--- src/include/evirq_regs.svh ---
// Notes on behaviour
// - Group delay is a 4-bit code, 0 least and 15 most, reset to 8.
// - Group delay moves the I and Q outputs together, never one alone.
// - Delay spans -4 to +3.5 converter periods in half-period steps.
// - Mode bit 7 latches a calibration-ok rise, irq low; else live.
// - Mode bit 6 latches a calibration-bad event, irq low; else live.
// - Mode bit 5 latches a converter loop unlock, irq low; else live.
// - Mode bit 4 latches a converter loop lock, irq low; else live.
// - Mode bit 3 latches a link loop unlock, irq low; else live.
// - Mode bit 2 latches a link loop lock, irq low; else live.
// - Mode bit 1 latches a lane buffer error, irq low; else live.
// - Second mode bit 3 latches a channel 3 pattern error, irq low.
// - Second mode bit 2 latches a channel 2 pattern error, irq low.
// - Second mode bit 1 latches a channel 1 pattern error, irq low.
`ifndef EVIRQ_REGS_SVH
`define EVIRQ_REGS_SVH
// ----------------------------------------
// register map
// ----------------------------------------
`define EVQ_ADDR_PROT 15'h0013
`define EVQ_ADDR_GDLY 15'h0014
`define EVQ_ADDR_MODE0 15'h001F
`define EVQ_ADDR_MODE1 15'h0020
`define EVQ_ADDR_STAT0 15'h0080
`define EVQ_ADDR_STAT1 15'h0081
// ----------------------------------------
// fields and reset values
// ----------------------------------------
`define EVQ_GDLY_RST 4'h8
`define EVQ_GDLY_MID 5'h08
`define EVQ_PROT_ROUTE 3
`define EVQ_PROT_SW 2
`define EVQ_M0_MASK 8'hFE
`define EVQ_M1_MASK 8'h0E
`define EVQ_NEV 10
`define EVQ_N0 7
`define EVQ_PIN_IDLE 3'h4
// ----------------------------------------
// serial frame
// ----------------------------------------
`define EVQ_INSTR_BITS 5'h10
`define EVQ_FRAME_BITS 5'h18
`define EVQ_RW_BIT 15
`endif

--- src/include/evirq_pkg.sv ---
package evirq_pkg;
  `include "evirq_regs.svh"
  typedef enum logic [1:0] {
    SPI_IDLE,
    SPI_INSTR,
    SPI_DATA,
    SPI_HOLD
  } evirq_spi_t;
  typedef logic [`EVQ_NEV-1:0] evirq_ev_t;
endpackage : evirq_pkg

--- src/include/evirq_bus_if.sv ---
`timescale 1ns/1ps
interface evirq_bus_if;
  logic wr;
  logic rd;
  logic [14:0] addr;
  logic [7:0] wdata;
  logic [7:0] rdata;
  modport spi (output wr, rd, addr, wdata, input rdata);
  modport regs (input wr, rd, addr, wdata, output rdata);
endinterface : evirq_bus_if

--- src/rtl/evirq_evt.sv ---
`timescale 1ns/1ps
module evirq_evt (
  // clock and reset
  input wire logic clk,
  input wire logic rst,
  // control
  input wire logic mode,
  input wire logic live,
  input wire logic clr,
  // status
  output logic stat,
  output logic pend
);
  logic prev;
  logic lat;
  logic next_lat;
  // set wins over a clear in the same cycle
  always_comb begin
    next_lat = mode & ((lat & ~clr) | (live & ~prev));
  end
  always_ff @(posedge clk) begin
    if (rst) begin
      prev <= 1'b0;
      lat <= 1'b0;
    end else begin
      prev <= live;
      lat <= next_lat;
    end
  end
  assign stat = mode ? lat : live;
  assign pend = lat;
endmodule : evirq_evt

--- src/rtl/evirq_spi.sv ---
`timescale 1ns/1ps
`include "evirq_regs.svh"
module evirq_spi
  import evirq_pkg::*;
(
  // clock and reset
  input wire logic clk,
  input wire logic rst,
  // serial pins
  input wire logic cs_n,
  input wire logic sclk,
  input wire logic sdi,
  output logic sdo,
  output logic sdo_oe,
  // register side
  evirq_bus_if.spi bus
);
  logic [2:0] sync1, sync2, sync3, filt, filt_d;
  logic [2:0] next_filt;
  evirq_spi_t state, next_state;
  logic [4:0] cnt, next_cnt;
  logic [15:0] sh, next_sh;
  logic [7:0] tx, next_tx;
  logic rw, next_rw, next_wr, next_rd;
  logic [14:0] next_addr;
  logic [7:0] next_wdata;
  logic act, rise, fall, din;
  // ----------------------------------------
  // pin filter
  // ----------------------------------------
  always_comb begin
    for (int i = 0; i < 3; i++) begin
      next_filt[i] = (sync2[i] == sync3[i]) ? sync3[i] : filt[i];
    end
  end
  assign act = ~filt[2];
  assign rise = filt[1] & ~filt_d[1];
  assign fall = ~filt[1] & filt_d[1];
  assign din = filt[0];
  // ----------------------------------------
  // frame sequencer
  // ----------------------------------------
  always_comb begin
    next_state = state;
    next_cnt = cnt;
    next_sh = sh;
    next_tx = tx;
    next_rw = rw;
    next_addr = bus.addr;
    next_wdata = bus.wdata;
    next_wr = 1'b0;
    next_rd = 1'b0;
    if (bus.rd) begin
      next_tx = bus.rdata;
    end
    if (!act) begin
      next_state = SPI_IDLE;
      next_cnt = 5'h00;
    end else begin
      case (state)
        SPI_IDLE: begin
          next_state = SPI_INSTR;
        end
        SPI_INSTR: begin
          if (rise) begin
            next_sh = {sh[14:0], din};
            next_cnt = cnt + 5'h01;
            if (next_cnt == `EVQ_INSTR_BITS) begin
              next_rw = next_sh[`EVQ_RW_BIT];
              next_addr = next_sh[14:0];
              next_rd = next_sh[`EVQ_RW_BIT];
              next_state = SPI_DATA;
            end
          end
        end
        SPI_DATA: begin
          if (fall && rw && cnt != `EVQ_INSTR_BITS) begin
            next_tx = {tx[6:0], 1'b0};
          end
          if (rise) begin
            next_sh = {sh[14:0], din};
            next_cnt = cnt + 5'h01;
            if (next_cnt == `EVQ_FRAME_BITS) begin
              next_wr = ~rw;
              next_wdata = next_sh[7:0];
              next_state = SPI_HOLD;
            end
          end
        end
        default: begin
          next_state = SPI_HOLD;
        end
      endcase
    end
  end
  always_ff @(posedge clk) begin
    if (rst) begin
      sync1 <= `EVQ_PIN_IDLE;
      sync2 <= `EVQ_PIN_IDLE;
      sync3 <= `EVQ_PIN_IDLE;
      filt <= `EVQ_PIN_IDLE;
      filt_d <= `EVQ_PIN_IDLE;
      state <= SPI_IDLE;
      cnt <= 5'h00;
      sh <= 16'h0000;
      tx <= 8'h00;
      rw <= 1'b0;
      bus.addr <= 15'h0000;
      bus.wdata <= 8'h00;
      bus.wr <= 1'b0;
      bus.rd <= 1'b0;
    end else begin
      sync1 <= {cs_n, sclk, sdi};
      sync2 <= sync1;
      sync3 <= sync2;
      filt <= next_filt;
      filt_d <= filt;
      state <= next_state;
      cnt <= next_cnt;
      sh <= next_sh;
      tx <= next_tx;
      rw <= next_rw;
      bus.addr <= next_addr;
      bus.wdata <= next_wdata;
      bus.wr <= next_wr;
      bus.rd <= next_rd;
    end
  end
  assign sdo = tx[7];
  assign sdo_oe = (state == SPI_DATA) && rw;
endmodule : evirq_spi

--- src/rtl/evirq_top.sv ---
`timescale 1ns/1ps
`include "evirq_regs.svh"
module evirq_top
  import evirq_pkg::*;
(
  // clock and reset
  input wire logic CLK_SYS,
  input wire logic RST,
  // serial control port
  input wire logic SPI_CS_N,
  input wire logic SPI_SCLK,
  input wire logic SPI_SDI,
  output logic SPI_SDO,
  output logic SPI_SDO_OE,
  // device events
  input wire logic CALIBRATION_OK_EVENT,
  input wire logic CALIBRATION_BAD_EVENT,
  input wire logic CONV_LOOP_UNLOCK_EVENT,
  input wire logic CONV_LOOP_LOCKED_EVENT,
  input wire logic LINK_LOOP_UNLOCK_EVENT,
  input wire logic LINK_LOOP_LOCKED_EVENT,
  input wire logic LANE_BUFFER_ERROR_EVENT,
  input wire logic PATTERN_ERROR_CH1,
  input wire logic PATTERN_ERROR_CH2,
  input wire logic PATTERN_ERROR_CH3,
  // interrupt
  output logic IRQ_N,
  // delay and guard outputs
  output logic [3:0] JOINT_OUTPUT_DELAY,
  output logic [4:0] DELAY_I_HALF,
  output logic [4:0] DELAY_Q_HALF,
  output logic [1:0] GUARD_OUTPUT_PINS
);
  evirq_bus_if bus ();
  logic [3:0] gdly;
  logic [3:0] next_gdly;
  logic [7:0] mode0;
  logic [7:0] next_mode0;
  logic [7:0] mode1;
  logic [7:0] next_mode1;
  logic route;
  logic next_route;
  logic swp;
  logic next_swp;
  logic next_irq_n;
  logic [4:0] next_half;
  logic [1:0] next_guard;
  logic [7:0] clr0;
  logic [7:0] clr1;
  logic [7:0] rdata;
  evirq_ev_t live;
  evirq_ev_t mode_v;
  evirq_ev_t clr_v;
  evirq_ev_t stat;
  evirq_ev_t pend;

  // ----------------------------------------
  // address decode
  // ----------------------------------------
  function automatic logic hit(
    input logic [14:0] addr,
    input logic [14:0] reg_addr
  );
    hit = (addr == reg_addr);
  endfunction : hit

  // ----------------------------------------
  // serial port
  // ----------------------------------------
  evirq_spi u_spi (
    .clk(CLK_SYS),
    .rst(RST),
    .cs_n(SPI_CS_N),
    .sclk(SPI_SCLK),
    .sdi(SPI_SDI),
    .sdo(SPI_SDO),
    .sdo_oe(SPI_SDO_OE),
    .bus(bus.spi)
  );

  // ----------------------------------------
  // event sources
  // ----------------------------------------
  assign live[0] = LANE_BUFFER_ERROR_EVENT;
  assign live[1] = LINK_LOOP_LOCKED_EVENT;
  assign live[2] = LINK_LOOP_UNLOCK_EVENT;
  assign live[3] = CONV_LOOP_LOCKED_EVENT;
  assign live[4] = CONV_LOOP_UNLOCK_EVENT;
  assign live[5] = CALIBRATION_BAD_EVENT;
  assign live[6] = CALIBRATION_OK_EVENT;
  assign live[7] = PATTERN_ERROR_CH1;
  assign live[8] = PATTERN_ERROR_CH2;
  assign live[9] = PATTERN_ERROR_CH3;

  // ----------------------------------------
  // mode and clear vectors
  // ----------------------------------------
  assign mode_v = {mode1[3:1], mode0[`EVQ_N0:1]};
  assign clr0 = (bus.wr && hit(bus.addr, `EVQ_ADDR_STAT0)) ?
    bus.wdata : 8'h00;
  assign clr1 = (bus.wr && hit(bus.addr, `EVQ_ADDR_STAT1)) ?
    bus.wdata : 8'h00;
  assign clr_v = {clr1[3:1], clr0[`EVQ_N0:1]};

  // ----------------------------------------
  // event cells
  // ----------------------------------------
  genvar gi;
  generate
    for (gi = 0; gi < `EVQ_NEV; gi++) begin : g_evt
      evirq_evt u_evt (
        .clk(CLK_SYS),
        .rst(RST),
        .mode(mode_v[gi]),
        .live(live[gi]),
        .clr(clr_v[gi]),
        .stat(stat[gi]),
        .pend(pend[gi])
      );
    end
  endgenerate

  // ----------------------------------------
  // register writes and outputs
  // ----------------------------------------
  always_comb begin
    next_gdly = gdly;
    next_mode0 = mode0;
    next_mode1 = mode1;
    next_route = route;
    next_swp = swp;
    if (bus.wr) begin
      if (hit(bus.addr, `EVQ_ADDR_GDLY)) begin
        next_gdly = bus.wdata[3:0];
      end
      if (hit(bus.addr, `EVQ_ADDR_MODE0)) begin
        next_mode0 = bus.wdata & `EVQ_M0_MASK;
      end
      if (hit(bus.addr, `EVQ_ADDR_MODE1)) begin
        next_mode1 = bus.wdata & `EVQ_M1_MASK;
      end
      if (hit(bus.addr, `EVQ_ADDR_PROT)) begin
        next_route = bus.wdata[`EVQ_PROT_ROUTE];
        next_swp = bus.wdata[`EVQ_PROT_SW];
      end
    end
    next_irq_n = ~(|pend);
    next_half = {1'b0, gdly} - `EVQ_GDLY_MID;
    next_guard = {2{route & swp}};
  end

  always_ff @(posedge CLK_SYS) begin
    if (RST) begin
      gdly <= `EVQ_GDLY_RST;
      mode0 <= 8'h00;
      mode1 <= 8'h00;
      route <= 1'b0;
      swp <= 1'b0;
      IRQ_N <= 1'b1;
      JOINT_OUTPUT_DELAY <= `EVQ_GDLY_RST;
      DELAY_I_HALF <= 5'h00;
      DELAY_Q_HALF <= 5'h00;
      GUARD_OUTPUT_PINS <= 2'h0;
    end else begin
      gdly <= next_gdly;
      mode0 <= next_mode0;
      mode1 <= next_mode1;
      route <= next_route;
      swp <= next_swp;
      IRQ_N <= next_irq_n;
      JOINT_OUTPUT_DELAY <= gdly;
      DELAY_I_HALF <= next_half;
      DELAY_Q_HALF <= next_half;
      GUARD_OUTPUT_PINS <= next_guard;
    end
  end

  // ----------------------------------------
  // register reads
  // ----------------------------------------
  always_comb begin
    rdata = 8'h00;
    if (hit(bus.addr, `EVQ_ADDR_GDLY)) begin
      rdata = {4'h0, gdly};
    end
    if (hit(bus.addr, `EVQ_ADDR_MODE0)) begin
      rdata = mode0;
    end
    if (hit(bus.addr, `EVQ_ADDR_MODE1)) begin
      rdata = mode1;
    end
    if (hit(bus.addr, `EVQ_ADDR_PROT)) begin
      rdata = {4'h0, route, swp, 2'h0};
    end
    if (hit(bus.addr, `EVQ_ADDR_STAT0)) begin
      rdata = {stat[`EVQ_N0-1:0], 1'b0};
    end
    if (hit(bus.addr, `EVQ_ADDR_STAT1)) begin
      rdata = {4'h0, stat[`EVQ_NEV-1:`EVQ_N0], 1'b0};
    end
  end
  assign bus.rdata = rdata;
endmodule : evirq_top

--- config.mk ---
export PLATFORM = sky130hd
export DESIGN_NAME = evirq_top
export DESIGN_NICKNAME = d
export VERILOG_FILES = /design/src/include/evirq_pkg.sv /design/src/include/evirq_bus_if.sv /design/src/rtl/evirq_evt.sv /design/src/rtl/evirq_spi.sv /design/src/rtl/evirq_top.sv
export VERILOG_INCLUDE_DIRS = /design/src /design/src/include
export SDC_FILE = /design/constraint.sdc
export NUM_CORES = 1
export LEC_CHECK = 0
export BUFFER_PORTS_ARGS = -buffer_cell sky130_fd_sc_hd__buf_2
export CORE_ASPECT_RATIO = 1.75
export CORE_UTILIZATION = 50
export CTS_CLUSTER_DIAMETER = 150
export DETAILED_ROUTE_END_ITERATION = 10
export PLACE_DENSITY = 0.73
export SLEW_MARGIN = 40
export SYNTH_ARGS = -nofsm -noshare
export SYNTH_HDL_FRONTEND = slang
export SYNTH_SLANG_ARGS = --single-unit
--- constraint.sdc ---
create_clock -name CLK_SYS -period 3.2 [get_ports CLK_SYS]
set_input_delay 0.64 -clock CLK_SYS [delete_from_list [all_inputs] [get_ports CLK_SYS]]
set_output_delay 0.64 -clock CLK_SYS [all_outputs]
set_load 0.005 [all_outputs]
# After elaboration in Yosys (flattened, before gate mapping)
# Cells that the tools add are included.
# totals
register_bits	117
inputBits	15
# classes
addsub	2
n_eq_ne	18
mux	27
bitwise	73
reduce_logical	20
# ops
cell	n
$mux W8	10
$eq A15 B5 Y1 const B	3
$and A1 B1 Y1	33
$eq A15 B8 Y1 const B	2
$not A1 Y1	30
$eq A15 B6 Y1 const B	1
$reduce_and A4 Y1	3
$eq A5 B5 Y1 const B	2
$mux W1	10
$or A1 B1 Y1	10
$reduce_and A2 Y1	5
$reduce_or A10 Y1	1
$reduce_or A5 Y1	2
$mux W2	4
$mux W4	2
$ne A2 B1 Y1 const B	4
$pmux W2 S3	1
$add A5 B1 Y5 const B	1
$logic_and A1 B1 Y1	5
$ne A5 B5 Y1 const B	1
$sub A4 B4 Y5 const B	1
$reduce_or A2 Y1	2
$eq A1 B1 Y1	3
$reduce_and A3 Y1	1
other kinds (3)	3

# Longest topological paths before layout
# depth
depth_word	11
mapped_depth	8

# Modules after synthesis
# From an unflattened synthesis, not the netlist that was laid out.
# unflattened
cells_unflattened	517
area_unflattened_um2	4984.8
# modules_own_cells
mod	instances	cells_each	area_per_inst_um2	seq_area_each_um2
evirq_spi	1	278	2670.1	1381.3
evirq_top	1	159	1463.9	460.4
evirq_evt	10	8	85.1	40.0

# Least setup slack after synthesis
# OpenSTA, ideal clock, no wires.
# synth_path
kind	reg2reg
start	reg u_spi.cnt[0]
end	reg u_spi.bus.wdata[1]
t_arrival_ps	1972
required_time_ps	3072
slack_ps	1101
stages_incl_launch_ff	8
path_buffers	1
period_less_slack_ps	2099
cell_sequence	dfxtp_1 -> ha_1 -> or3b_2 -> a31oi_1 -> and4bb_2 -> buf_4 -> mux2i_1 -> nor2_1
# synth_via
elab_chain_len	3
# synth_rtl
element	line_no	rtl
start, declared	evirq_spi.sv:21	logic [4:0] cnt, next_cnt;
start signal, assigned	evirq_spi.sv:119	cnt <= next_cnt;
$add A5 B1 Y5	evirq_spi.sv:82	next_cnt = cnt + 5'h01;
$eq A5 B5 Y1 (no line)	--	
$reduce_and A4 Y1 (no line)	--	
end signal, assigned	evirq_spi.sv:124	bus.wdata <= next_wdata;
end, declared	evirq_bus_if.sv:8	modport spi (output wr, rd, addr, wdata, input rdata);
# Every way passes these cells.
# A chain may end at the register's enable or synchronous reset.

# Worst setup path in the final report
# layout_path
start	reg u_spi.cnt[0]
end	reg u_spi.bus.wdata[7]
# Same word-level chain as after synthesis.

==> summary.txt <==
Outcome
  – Outcome: finished clean

Clock tree
  – Hold bufs inserted after CTS: 0
  – CTS root buffer: clkbuf_16
  – Clock transition at the registers of the reported paths: ~0.060 ns
  – Setup bufs post-CTS: 0
  – Max clock buf depth: 2
  – Cts bufs inserted: 9
  – CTS tree: done
  – CTS resizes: 0
  – H-tree Lvls: 3
  – Num Clock Sinks: 112
  – Latest clock arrival within the worst-skew pair: 0.34 ns

Setup path
  – Setup crit end: u_spi.bus.wdata[7]
  – Worst reg2reg startpoint: u_spi.cnt[0]
  – Reg2reg end: u_spi.bus.wdata[7]
  – CP Capture Type: flop
  – Setup CP Type: flop to flop
  – Critical Path AT: 2.60 ns
  – Worst EP required: 3.40 ns
  – Worst R2R Setup Slack: 0.80 ns
  – Worst-path fanout max: 8
  – Worst r2r path cells: 6
  – Crit path from: u_spi.cnt[0]
  – CP startpoint kind: flop

Finish
  – Multi-input logic area: 0.002248 sq mm
  – Synth-to-layout area growth: 8.594%
  – Register area: 0.002242 sq mm
  – N_diodes: 0
  – Share of cells above drive strength 1: 0.1283
  – Fillcell total: 810
  – Fin area: ~0.0052 sq mm
  – NumNets Final: 548

Timing
  – Setup TNS: 0 ns
  – Final Cycle Share: 0.7500
  – Slew HR: 0.5393
  – Layout Skew: 0.008709 ns
  – RSZ-0062 raised after global routing: no
  – F_max: about 420 MHz
  – Final Slew Violations: 0
  – Final Hold Fails: 0
  – Worst slew pin tran: 0.6896 ns
  – Fin crit period: 2.400 ns
  – # setup viols final: 0

Synth
  – Net count after synthesis: 535
  – Top flip-flop cell by instance count after synthesis: dfxtp_1
  – Seq/Total Area, Yosys: 0.4710
  – Cell variety after synth: 50
  – Post-synthesis cell count: 513
  – Synthesized cell area: approximately 0.0048 sq mm
  – Syn. warnings: 0
  – Synth Register Bits: 112
  – Post-Syn Area per Cell: approximately 9.3 sq um
  – Post-synth EDFFs: 0
  – Synth async-reset ratio: 0

Place
  – Post-DP HPWL: approximately 7500 um
  – RePlAce Congestion: between 0.9 and 1
  – DP Area: 0.004911 sq mm
  – Buffers on Ports: 33

Route
  – DR WL/cell: 15.89 um
  – Final ANT Viol Nets: 0
  – WL final: just over 10000 um
  – Detailed Routing Iterations Pass 1: 5
  – Via density: 5.580
  – Total number of vias: 3627
  – Initial DRC count: 213
  – DR DRC count: 0

Min path
  – Worst min path class: flop to flop
  – Min-Delay Path Depth: 1

GRT
  – Gr usage total: 0.2281
  – Initial antenna violation count: 0
  – Largest net degree at the start of global routing: 89
  – First-pass GRT wire length: 16830 um
  – Vias in the first global route: 3582
  – Grt ovf: 0

Pwr
  – Leak pwr: 2.150 nW
  – Peak VDD IR: 0.0002797 V
  – Sw frac: 0.2053
  – Comb power frac: 0.023
  – NetSw: 0.5030 mW
  – Pint: 1.948 mW
  – Sequential Power Share: 0.575
  – Clock share of power: 0.402
  – Power Density: 474.0 mW/mm^2

Floorplan
  – Die Y: 131.1 um
  – Ports: 34
  – Starting density of the core: 0.5202
  – Full die area: 0.009931 sq mm
  – Num rows: 46
  – Core area: 0.009151 sq mm
  – Die Span X: 75.76 um

Job
  – Max cap viols: 0
-- cell usage after synthesis (4+ instances only) --
library cell | count | area share
nand2_1 | 48 | 0.038
nand4b_1 | 4 | 0.0074
buf_4 | 13 | 0.020
a31oi_1 | 6 | 0.0079
o2bb2ai_1 | 4 | 0.0074
a22o_1 | 10 | 0.018
ha_1 | 7 | 0.018
a21oi_1 | 38 | 0.040
nor2b_1 | 22 | 0.029
nor2_1 | 52 | 0.041
nand4_1 | 6 | 0.0079
nand3_1 | 16 | 0.017
nor3b_1 | 6 | 0.0095
inv_1 | 20 | 0.016
clkbuf_1 | 20 | 0.016
or2_2 | 7 | 0.0092
dfxtp_1 | 112 | 0.47
and3_1 | 13 | 0.017
o21ai_0 | 6 | 0.0063
mux2i_1 | 47 | 0.099
-- sequential cells by signal, indices dropped and copies added, names as in the netlist, 5 cells and up --
name,count
g_evt.u_evt.pend,10
g_evt.u_evt.prev,10
u_spi.cnt,5
u_spi.tx,8
u_spi.sh,15
u_spi.bus.addr,15
mode0,7
u_spi.bus.wdata,8
-- layout make-up --
class,count,share of cell area
inverter,20,0.01452
clock inverter,4,0.004356
tap,120,0.02904
sequential,112,0.4337
clock buffer,11,0.04501
timing repair buffer,37,0.03848
multi-input combinational,346,0.4349
-- routing by layer --
layer	GRT usage	share of wire	vias up
li1	-	-	1799
met1	0.2318	0.38	1723
met2	0.3998	0.53	72
met3	0.04281	0.036	33
met4	0.1688	0.057	0
met5	0	0	-
-- power by group through the flow --
stage	logic, mW	registers, mW	clock network, mW
after floorplan	0.0372	1.44	0
after global placement	0.0550	1.44	0
after detailed placement	0.0559	1.44	0
after CTS	0.0567	1.41	1.00
after global routing	0.0629	1.41	1.06
final	0.0565	1.41	0.986
-- worst max-delay path: stages, from the launching register on --
cell and delay [ns]:
dfxtp_1 0.35, ha_1 0.27, or3b_2 0.45, a31oi_1 0.40, and4bb_2 0.50, mux2i_1 0.22, nor2_1 0.05
-- logic make-up (layout without fill, tap and decap cells) --
logic type,Yosys count,after routing,synth area share
AO/OA/AOI/OAI,79,79,0.1059
adder cells (fa/ha/maj),7,7,0.01840
flip-flops,112,112,0.4710
multiplexers,48,48,0.1012
buffers and inverters,55,72,0.05677
AND/OR/NAND/NOR,208,208,0.2394
XOR/XNOR,4,4,0.007360
-- metrics by stage --
step           power, mW    util  worst slack [ns]  hold slack, ns  std cells
2_1_floorplan      1.476       -             1.101          0.3895        513
3_3_place_gp       1.495  0.5366            0.9219          0.3970        635
3_5_place_dp       1.496  0.5366            0.7887          0.3992        635
4_1_cts            2.469  0.5645            0.7836          0.4149        650
5_1_grt            2.533  0.5649            0.6094          0.4430        650
6_report           2.451  0.5649            0.7999          0.4212        650
-- placed cells by master (no fill, tap or decap), types with 10 or more instances in the layout --
master	instances
buf_2	33
a21oi_1	38
dfxtp_1	112
inv_1	20
nor2_1	52
mux2i_1	47
a22o_1	10
nand2_1	48
and3_1	13
nor2b_1	22
nand3_1	16
-- worst min path at each step --
stage,from,endpoint,slack [ns]
2_1_floorplan,u_spi.sync1[2],u_spi.sync2[2],0.39
3_3_place_gp,u_spi.sync1[2],u_spi.sync2[2],0.40
3_5_place_dp,u_spi.sync1[2],u_spi.sync2[2],0.40
4_1_cts,u_spi.sync1[2],u_spi.sync2[2],0.41
5_1_grt,u_spi.sync1[2],u_spi.sync2[2],0.44
6_report,u_spi.sync1[2],u_spi.sync2[2],0.42
Note: power is estimated with default switching activity, not from simulation.
